### config.mk
export PLATFORM = sky130hd
export DESIGN_NAME = lpc_memory_cycle_target
export DESIGN_NICKNAME = d
export VERILOG_FILES = /design/src/include/mem_cycle_pkg.sv /design/src/logic/nibble_drive.sv /design/src/logic/lpc_memory_cycle_target.sv
export SDC_FILE = /design/constraint.sdc
export NUM_CORES = 1
export LEC_CHECK = 0
export BUFFER_PORTS_ARGS = -buffer_cell sky130_fd_sc_hd__buf_2
export CORE_MARGIN = 3
export CORE_UTILIZATION = 59
export DETAILED_ROUTE_END_ITERATION = 8
export PLACE_DENSITY_LB_ADDON = 0.1
export REMOVE_ABC_BUFFERS = 1
export SLEW_MARGIN = 20
export SYNTH_ARGS = -nofsm -noshare
export SYNTH_HDL_FRONTEND = slang
export SYNTH_HIERARCHICAL = 1
export SYNTH_SLANG_ARGS = --single-unit
### constraint.sdc
create_clock -name clk -period 5.2 [get_ports clk]
set_input_delay 1.04 -clock clk [delete_from_list [all_inputs] [get_ports clk]]
set_output_delay 1.04 -clock clk [all_outputs]
set_load 0.005 [all_outputs]
### src/include/mem_cycle_pkg.sv
// constants for the low pin count memory cycle target
`default_nettype none
package mem_cycle_pkg;
    localparam logic [3:0] START_MEM_CODE   = 4'h0;
    localparam logic [1:0] CYC_MEM_CLASS    = 2'h1;
    localparam int         DIR_BIT          = 1;
    localparam logic [3:0] TURN_ONES_CODE   = 4'hf;
    localparam logic [3:0] WAIT_SYNC_CODE   = 4'h5;
    localparam logic [3:0] READY_SYNC_CODE  = 4'h0;
    localparam int         ADDR_NIBBLES     = 8;
    localparam int         WAIT_SYNC_COUNT  = 2;
    localparam int         ARRAY_SEL_BIT    = 23;
    localparam int         DECODED_ADDR_W   = 24;
endpackage : mem_cycle_pkg
`default_nettype wire

### src/logic/nibble_drive.sv
// registered pin driver for the shared nibble bus
`timescale 1ns/1ps
`default_nettype none
module nibble_drive (
    input  wire logic       clk,
    input  wire logic       arst_n,
    input  wire logic       drive_en,
    input  wire logic [3:0] drive_val,
    output logic      [3:0] bus_o,
    output logic            bus_oe_n
);
    logic [3:0] val_ff;
    logic       oe_n_ff;

    // drivers float after reset
    always_ff @(posedge clk or negedge arst_n) begin
        if (!arst_n) begin
            val_ff  <= 4'hf;
            oe_n_ff <= 1'b1;
        end else begin
            val_ff  <= drive_val;
            oe_n_ff <= ~drive_en;
        end
    end

    assign bus_o    = val_ff;
    assign bus_oe_n = oe_n_ff;
endmodule // nibble_drive
`default_nettype wire

### src/logic/lpc_memory_cycle_target.sv
// target state machine for memory read and write cycles on the nibble bus
`timescale 1ns/1ps
`default_nettype none
// Functional notes
// - a cycle starts only on the last 0000b nibble seen while frame strobe low
// - type nibble 010x on the second clock is a memory read, bit 0 ignored
// - type nibble 011x on the second clock is a memory write
// - clocks 3 to 10 carry a 32-bit address, high nibble first
// - host drives 1111b one clock then floats; device drives the next clock
// - on reads device drives wait sync 0101b on clocks 13 and 14
// - on reads device drives ready sync 0000b on clock 15
// - read data goes out on clocks 16 and 17, low nibble first
// - device drives 1111b one clock after its last field, then floats
// - the written byte is handed to the command logic
// - on writes device drives ready sync on clock 15, 1111b on 16, floats on 17
// - all nibbles are sampled on the rising clock edge
// - other cycle types float the bus and idle until frame strobe is high and no operation is pending
// - only the low 24 address bits decode; bit 23 picks array or registers
module lpc_memory_cycle_target #(
    parameter int WAIT_SYNCS = mem_cycle_pkg::WAIT_SYNC_COUNT
) (
    input  wire logic        clk,
    input  wire logic        arst_n,
    input  wire logic        frame_strobe_n,
    input  wire logic [3:0]  mux_nibble_bus_i,
    output logic      [3:0]  mux_nibble_bus_o,
    output logic             mux_nibble_bus_oe_n,
    output logic      [23:0] access_addr,
    output logic             array_select,
    output logic             read_req,
    input  wire logic [7:0]  read_data,
    output logic      [7:0]  write_byte,
    output logic             write_strobe,
    output logic             cycle_busy,
    input  wire logic        op_pending
);
    // refuse wait counts the four-bit counter cannot serve
    if (WAIT_SYNCS < 1 || WAIT_SYNCS > 15) begin : g_bad_waits
        $error("WAIT_SYNCS out of range");
    end

    typedef enum logic [12:0] {
        ST_IDLE  = 13'h0001,
        ST_TYPE  = 13'h0002,
        ST_ADDR  = 13'h0004,
        ST_WDATA = 13'h0008,
        ST_HTAR0 = 13'h0010,
        ST_HTAR1 = 13'h0020,
        ST_WAIT  = 13'h0040,
        ST_READY = 13'h0080,
        ST_DLO   = 13'h0100,
        ST_DHI   = 13'h0200,
        ST_DTAR0 = 13'h0400,
        ST_DTAR1 = 13'h0800,
        ST_SKIP  = 13'h1000
    } cyc_state_t;

    cyc_state_t  state_ff, nxt_state;
    logic        is_write_ff;
    logic [31:0] addr_ff;
    logic [2:0]  nib_cnt_ff;
    logic [3:0]  wait_cnt_ff;
    logic [7:0]  wbyte_ff;
    logic [7:0]  rbyte_ff;
    logic        wstb_ff, rreq_ff, busy_ff;
    logic        skip_pend_ff;

    // input decoding
    wire start_seen  = !frame_strobe_n && (mux_nibble_bus_i == mem_cycle_pkg::START_MEM_CODE);
    wire type_is_mem = mux_nibble_bus_i[3:2] == mem_cycle_pkg::CYC_MEM_CLASS;
    wire type_is_wr  = mux_nibble_bus_i[mem_cycle_pkg::DIR_BIT];
    wire addr_last   = nib_cnt_ff == 3'(mem_cycle_pkg::ADDR_NIBBLES - 1);
    wire wait_last   = wait_cnt_ff == 4'(WAIT_SYNCS - 1);

    // next state
    always_comb begin
        nxt_state = state_ff;
        unique case (state_ff)
            ST_IDLE:  nxt_state = start_seen ? ST_TYPE : ST_IDLE;
            ST_TYPE:  begin
                if (!frame_strobe_n)
                    nxt_state = start_seen ? ST_TYPE : ST_IDLE;
                else
                    nxt_state = type_is_mem ? ST_ADDR : ST_SKIP;
            end
            ST_ADDR:  begin
                if (addr_last)
                    nxt_state = is_write_ff ? ST_WDATA : ST_HTAR0;
            end
            ST_WDATA: nxt_state = (nib_cnt_ff[0]) ? ST_HTAR0 : ST_WDATA;
            ST_HTAR0: nxt_state = ST_HTAR1;
            ST_HTAR1: nxt_state = is_write_ff ? ST_READY : ST_WAIT;
            ST_WAIT:  nxt_state = wait_last ? ST_READY : ST_WAIT;
            ST_READY: nxt_state = is_write_ff ? ST_DTAR0 : ST_DLO;
            ST_DLO:   nxt_state = ST_DHI;
            ST_DHI:   nxt_state = ST_DTAR0;
            ST_DTAR0: nxt_state = ST_DTAR1;
            ST_DTAR1: nxt_state = ST_IDLE;
            ST_SKIP:  nxt_state = (frame_strobe_n && !op_pending) ? ST_IDLE : ST_SKIP;
            default:  nxt_state = ST_IDLE;
        endcase
    end

    // frame low with a 0000b nibble restarts from any state
    wire restart = start_seen && state_ff != ST_IDLE && state_ff != ST_TYPE;
    wire cyc_state_t next_q = restart ? ST_TYPE : nxt_state;

    always_ff @(posedge clk or negedge arst_n) begin
        if (!arst_n) state_ff <= ST_IDLE;
        else         state_ff <= next_q;
    end

    always_ff @(posedge clk or negedge arst_n) begin
        if (!arst_n)                                         is_write_ff <= 1'b0;
        else if (state_ff == ST_TYPE && frame_strobe_n)       is_write_ff <= type_is_wr;
    end

    // nibble counter for address and write data
    wire cnt_run = state_ff == ST_ADDR || state_ff == ST_WDATA;
    always_ff @(posedge clk or negedge arst_n) begin
        if (!arst_n)                 nib_cnt_ff <= 3'h0;
        else if (!cnt_run)           nib_cnt_ff <= 3'h0;
        else if (addr_last)          nib_cnt_ff <= 3'h0;
        else                         nib_cnt_ff <= nib_cnt_ff + 3'h1;
    end

    // address shifts in high nibble first
    always_ff @(posedge clk or negedge arst_n) begin
        if (!arst_n)                 addr_ff <= 32'h0000_0000;
        else if (state_ff == ST_ADDR) addr_ff <= {addr_ff[27:0], mux_nibble_bus_i};
    end

    always_ff @(posedge clk or negedge arst_n) begin
        if (!arst_n)                   wbyte_ff <= 8'h00;
        else if (state_ff == ST_WDATA) wbyte_ff <= {mux_nibble_bus_i, wbyte_ff[7:4]};
    end

    always_ff @(posedge clk or negedge arst_n) begin
        if (!arst_n)                  wait_cnt_ff <= 4'h0;
        else if (state_ff == ST_WAIT) wait_cnt_ff <= wait_cnt_ff + 4'h1;
        else                          wait_cnt_ff <= 4'h0;
    end

    // read request during host turnaround, data captured before ready sync
    wire nxt_rreq = state_ff == ST_HTAR0 && !is_write_ff;
    always_ff @(posedge clk or negedge arst_n) begin
        if (!arst_n)                   rbyte_ff <= 8'h00;
        else if (state_ff == ST_WAIT && wait_last) rbyte_ff <= read_data;
    end

    // byte handed on after high nibble
    wire nxt_wstb = state_ff == ST_WDATA && nib_cnt_ff[0] && !restart;
    wire nxt_busy = next_q != ST_IDLE && next_q != ST_SKIP && next_q != ST_TYPE;
    always_ff @(posedge clk or negedge arst_n) begin
        if (!arst_n) begin
            wstb_ff <= 1'b0;
            rreq_ff <= 1'b0;
            busy_ff <= 1'b0;
            skip_pend_ff <= 1'b0;
        end else begin
            wstb_ff <= nxt_wstb;
            rreq_ff <= nxt_rreq;
            busy_ff <= nxt_busy;
            skip_pend_ff <= next_q == ST_SKIP;
        end
    end

    // pin value for the next clock, from the next state
    logic       nxt_drive;
    logic [3:0] nxt_val;
    always_comb begin
        nxt_drive = 1'b1;
        nxt_val   = mem_cycle_pkg::TURN_ONES_CODE;
        unique case (next_q)
            ST_WAIT:  nxt_val = mem_cycle_pkg::WAIT_SYNC_CODE;
            ST_READY: nxt_val = mem_cycle_pkg::READY_SYNC_CODE;
            ST_DLO:   nxt_val = (state_ff == ST_WAIT) ? read_data[3:0] : rbyte_ff[3:0];
            ST_DHI:   nxt_val = rbyte_ff[7:4];
            ST_DTAR0: nxt_val = mem_cycle_pkg::TURN_ONES_CODE;
            default:  nxt_drive = 1'b0;
        endcase
    end

    nibble_drive u_drive (
        .clk       (clk),
        .arst_n    (arst_n),
        .drive_en  (nxt_drive),
        .drive_val (nxt_val),
        .bus_o     (mux_nibble_bus_o),
        .bus_oe_n  (mux_nibble_bus_oe_n)
    );

    // low 24 bits decoded, bit 23 picks array
    assign access_addr  = addr_ff[mem_cycle_pkg::DECODED_ADDR_W-1:0];
    assign array_select = addr_ff[mem_cycle_pkg::ARRAY_SEL_BIT];
    assign write_byte   = wbyte_ff;
    assign write_strobe = wstb_ff;
    assign read_req     = rreq_ff;
    assign cycle_busy   = busy_ff;

    wait_after_tar_a: assert property (@(posedge clk) disable iff (!arst_n)
        state_ff == ST_HTAR1 && !is_write_ff |=> state_ff == ST_WAIT ##1 state_ff == ST_WAIT)
        else $error("wait syncs missing");
    ready_sync_val_a: assert property (@(posedge clk) disable iff (!arst_n)
        state_ff == ST_READY |-> !mux_nibble_bus_oe_n && mux_nibble_bus_o == 4'h0)
        else $error("ready sync wrong");
    read_nibbles_a: assert property (@(posedge clk) disable iff (!arst_n)
        state_ff == ST_DLO && !restart |=> mux_nibble_bus_o == $past(rbyte_ff[7:4]))
        else $error("high nibble wrong");
    dev_tar_a: assert property (@(posedge clk) disable iff (!arst_n)
        state_ff == ST_DTAR0 |-> mux_nibble_bus_o == 4'hf ##1 mux_nibble_bus_oe_n)
        else $error("turnaround wrong");
    float_idle_a: assert property (@(posedge clk) disable iff (!arst_n)
        state_ff inside {ST_IDLE, ST_ADDR, ST_HTAR0, ST_HTAR1, ST_SKIP} |-> mux_nibble_bus_oe_n)
        else $error("bus driven out of turn");
    write_strobe_a: assert property (@(posedge clk) disable iff (!arst_n)
        write_strobe |-> $past(state_ff, 2) == ST_WDATA)
        else $error("write strobe early");
    skip_float_a: assert property (@(posedge clk) disable iff (!arst_n)
        skip_pend_ff |-> mux_nibble_bus_oe_n)
        else $error("skip drives bus");
    write_ready_a: assert property (@(posedge clk) disable iff (!arst_n)
        state_ff == ST_HTAR1 && is_write_ff && !restart |=> state_ff == ST_READY ##1
        state_ff == ST_DTAR0)
        else $error("write ready order wrong");
    addr_len_a: assert property (@(posedge clk) disable iff (!arst_n || restart)
        $rose(state_ff == ST_ADDR) |-> (state_ff == ST_ADDR || start_seen) [*8])
        else $error("address too short");

    // wait sync value on the pins
    wait_sync_val_a: assert property (@(posedge clk) disable iff (!arst_n)
        state_ff == ST_WAIT |-> !mux_nibble_bus_oe_n && mux_nibble_bus_o == 4'h5)
        else $error("wait sync wrong");
    // low nibble is the byte sampled in the last wait
    read_lo_nib_a: assert property (@(posedge clk) disable iff (!arst_n)
        state_ff == ST_DLO |-> !mux_nibble_bus_oe_n &&
        mux_nibble_bus_o == $past(read_data[3:0], 2))
        else $error("low nibble wrong");
    // read request only in the clock after the first host turnaround clock of a read
    read_req_a: assert property (@(posedge clk) disable iff (!arst_n)
        read_req |-> $past(state_ff) == ST_HTAR0 && !is_write_ff)
        else $error("read request misplaced");
    // handed byte is the two data nibbles, low first
    write_byte_a: assert property (@(posedge clk) disable iff (!arst_n)
        write_strobe |-> write_byte == {$past(mux_nibble_bus_i), $past(mux_nibble_bus_i, 2)})
        else $error("write byte wrong");
    // foreign type nibble leads to skip
    type_skip_a: assert property (@(posedge clk) disable iff (!arst_n)
        state_ff == ST_TYPE && frame_strobe_n && mux_nibble_bus_i[3:2] != 2'b01
        |=> state_ff == ST_SKIP)
        else $error("foreign cycle not skipped");
    // skip held while an operation is pending
    skip_hold_a: assert property (@(posedge clk) disable iff (!arst_n)
        state_ff == ST_SKIP && frame_strobe_n && op_pending |=> state_ff == ST_SKIP)
        else $error("skip left early");
    // standby once frame high and nothing pending
    skip_exit_a: assert property (@(posedge clk) disable iff (!arst_n)
        state_ff == ST_SKIP && frame_strobe_n && !op_pending |=> state_ff == ST_IDLE)
        else $error("skip not left");
    // no cycle starts while frame strobe high
    idle_frame_a: assert property (@(posedge clk) disable iff (!arst_n)
        state_ff == ST_IDLE && frame_strobe_n |=> state_ff == ST_IDLE)
        else $error("start without frame");
    // new start aborts and floats the bus
    restart_float_a: assert property (@(posedge clk) disable iff (!arst_n)
        restart |=> state_ff == ST_TYPE && mux_nibble_bus_oe_n)
        else $error("restart wrong");
    // float in type, write data and last turnaround
    float_turn_a: assert property (@(posedge clk) disable iff (!arst_n)
        state_ff inside {ST_TYPE, ST_WDATA, ST_DTAR1} |-> mux_nibble_bus_oe_n)
        else $error("bus driven in host field");
    addr_stable_a: assert property (@(posedge clk) disable iff (!arst_n)
        state_ff != ST_ADDR |=> $stable(access_addr))
        else $error("address changed outside field");

    // main scenarios reached
    read_cov_c:  cover property (@(posedge clk) state_ff == ST_DHI);
    write_cov_c: cover property (@(posedge clk) write_strobe);
    skip_cov_c:  cover property (@(posedge clk) state_ff == ST_SKIP);
    restart_cov_c: cover property (@(posedge clk) restart);
    hold_cov_c:  cover property (@(posedge clk) state_ff == ST_SKIP && op_pending);
endmodule // lpc_memory_cycle_target
`default_nettype wire

==> out/qor.csv <==
stage;metric;value;unit
global_routing;GRT met2 Usage;32.9;%
global_routing;GRT Total Usage;21.1;%
die;number of core rows;25;
clocking;CTS Buf Count;9;
power_and_ir_drop;Final Power;1.06;mW
die;die width;78.5;um
timing;Least-Margin Pin Slew;0.942;ns
setup_path;CP endpoint kind;flip-flop;
timing;slew margin rel.;36.8;%
routing;vias per cell;5.55;
clocking;clk_lat worst skew;0.33;ns
yosys;number of synthesized flops with an enable pin;0;
setup_path;crit path max fanout;12;
setup_path;CP Launch Type;flip-flop;
power_and_ir_drop;Pwr Density;293;nW/um^2
timing;final hold vios;0;
power_and_ir_drop;VDD IR max;0.267;mV
global_routing;GRT met3 Usage;4.13;%
yosys;mux cell area share after synthesis;16.1;%
clocking;Post-CTS Hold Buffers;0;
timing;RSZ-0062 raised after global routing;no;
die;Ports;57;
placement;placed instance count;366;
yosys;compound-cell area share of the yosys netlist;5.80;%
yosys;ys async rst share;100;%
routing;residual DRC count;0;
timing;Worst Clk Skew;0.00973;ns
global_routing;met1 GRT Util;29.6;%
yosys;Warnings, synthesis;6;
routing;routed length per placed instance;15.4;um
yosys;post-synth top area share;50.8;%
hold_path;Worst Hold Path Cells;1;
setup_path;worst reg2reg path depth;5;
yosys;Commonest cells post-synth;dfrtp_1 (63), mux2_2 (39), nor2_1 (21);
setup_path;WS Path Type;flip-flop to flip-flop;
yosys;Synth cell types;46;
layout;Finished Layout Cells;382;
global_routing;GR peak layer;met2;
yosys;largest family of logic cells by synthesized area;simple AND/OR/NAND/NOR gates;
global_routing;largest net degree at the start of global routing;70;
timing;max-slew violations;0;
placement;GPL Wtd Cong;0.920;
placement;IO buf count;56;
routing;DRT iter0 DRCs;167;
timing;final setup fails;0;
clocking;TritonCTS clock tree;done;
yosys;Mapped Area;3100;sq um
yosys;Synth area leaders;dfrtp_1 (51%), mux2_2 (14%), dfstp_2 (5.1%), nor2_1 (2.5%), mux2i_1 (1.9%);
global_routing;vias in the first global route;2132;
die;core outline area;4910;sq um
setup_path;Req. time, crit path;5.43;ns
routing;WL final;5.87;mm
die;die height;78.5;um
timing;Tmin final;2.68;ns
yosys;cell count after synthesis;251;
layout;Fillers;349;
yosys;Post-synth top flop;dfrtp_1;
yosys;top-count cell post-synth;dfrtp_1;
global_routing;first-pass GRT wire length;10.2;mm
clocking;Resize count post-CTS;0;
clocking;htree depth;3;
clocking;CTS root buf;clkbuf_8;
hold_path;Hold Crit Class;flip-flop to flip-flop;
routing;Final ANT Viol Nets;0;
clocking;CTS max path bufs;2;
layout;share of layout cells above drive strength 1;40.0;%
routing;Pre-Repair DR Iteration Count;4;
routing;via count;2122;
clocking;clk slew on worst S/H paths;0.07;ns
yosys;Synth Area in XOR/XNOR;1.69;%
global_routing;Congestion Overflow GR;0;
layout;Area Overhead vs Synth;16.6;%
yosys;Yosys top cell by area;dfrtp_1;
die;DIE AREA;6170;sq um
clocking;CTS sink cnt;69;
setup_path;R2R Setup Slk;2.52;ns
yosys;Seq/Total Area, Yosys;55.9;%
yosys;Post-Synth Adder-Cell Area;1.61;%
timing;fmax;373;MHz
timing;fin crit share;51.5;%
clocking;Post-CTS Setup Repair Bufs;0;
yosys;#FFs+latches synth;69;
timing;setup tns final;0;ns
global_routing;initial antenna violation count;0;
placement;hpwl dp;4.26;mm
die;Initial Utilization;63.2;%
yosys;post-synthesis simple-gate area fraction;16.4;%
yosys;syn_area_per_cell;12.4;sq um
layout;Layout Nets;330;
setup_path;WP data arrival;2.91;ns
power_and_ir_drop;Leak;1.84;nW
layout;diodes inserted;0;
flow_run;total of max-cap violations;0;
run_status;outcome;completed;
[through the flow]
step                      area (sq um)  hold slack (ns)  setup WS, ns  utilization [%]
after floorplan                   3050            0.457          2.20                -
after global placement            3440            0.484          2.66             70.0
after detailed placement          3440            0.493          2.55             70.0
after CTS                         3620            0.509          2.50             73.7
after global routing              3620            0.527          2.28             73.7
final                             3620            0.501          2.52             73.7
[flip-flops by register name, summed over array words and instances (netlist names)]
name / cells
u_drive/bus_o: 4
is_write_ff: 1
write_byte: 8
rbyte_ff: 8
u_drive/bus_oe_n: 1
state_ff: 13
addr_ff: 24
cycle_busy: 1
read_req: 1
wait_cnt_ff: 4
nib_cnt_ff: 3
write_strobe: 1
[where the power goes]
group | internal, mW | leakage, nW | switching (mW)
Combinational | 0.0398 | 0.839 | 0.0713
Clock | 0.199 | 0.0857 | 0.184
Sequential | 0.551 | 0.918 | 0.0145
[layer usage]
metal	vias to the layer above	wire length [um]
li1	1028	-
met1	1035	2750
met2	50	2740
met3	9	293
met4	0	87
met5	-	0
[placed cells by master (no fill, tap or decap), types with 3 or more instances in the layout]
master    synthesis  final
nand3_1           4      4
and2_1            4      4
nor4_1            4      4
nor3_1            6      6
xor2_1            5      5
mux2i_1           6      6
nor3b_1           3      3
nand2_1           9      9
clkbuf_8          0     11
ha_1              4      4
nand4_1           7      7
nor2_1           21     21
inv_1             6      6
nand2b_1          4      4
a21oi_1           7      7
dfrtp_1          63     63
buf_2             3     56
o21ai_0           6      6
buf_4             1      3
nand3b_1          3      3
mux2_2           39     39
o211ai_1          3      3
and4_1            3      3
dfstp_2           6      6
[worst max-delay path, cell delays in order, from the launching register on]
cell and delay [ns]:
dfrtp_1 0.48, nor4_4 0.54, nand4_1 0.62, and2_1 0.39, a311oi_1 0.38, o211ai_1 0.16
[cell families (layout without fill, tap and decap cells)]
logic type               Yosys count  count (layout)
AO/OA/AOI/OAI                     26              26
XOR/XNOR                           6               6
adder cells (fa/ha/maj)            4               4
buffers and inverters             17              81
flip-flops                        69              69
multiplexers                      45              45
AND/OR/NAND/NOR                   84              84
[cell type report]
cell class,instances,area (sq um),share of cell area (%)
clock buffers,13,159,4.39
clock inverters,3,20.0,0.553
inverters,6,22.5,0.622
well taps,67,83.8,2.32
multi-input cells,165,1300,35.8
flip-flops and latches,69,1730,47.9
repair buffers,59,303,8.37
[final timing paths]
kind | start | to
worst max-delay path | state_ff[3] | u_drive/bus_o[2]
worst max register to register | state_ff[3] | u_drive/bus_o[2]
worst min-delay path | rbyte_ff[7] | u_drive/bus_o[3]
worst min register to register | rbyte_ff[7] | u_drive/bus_o[3]
max in group asynchronous | arst_n | cycle_busy
min in group asynchronous | arst_n | addr_ff[10]
No activity file was read; power rests on OpenSTA's default activity.
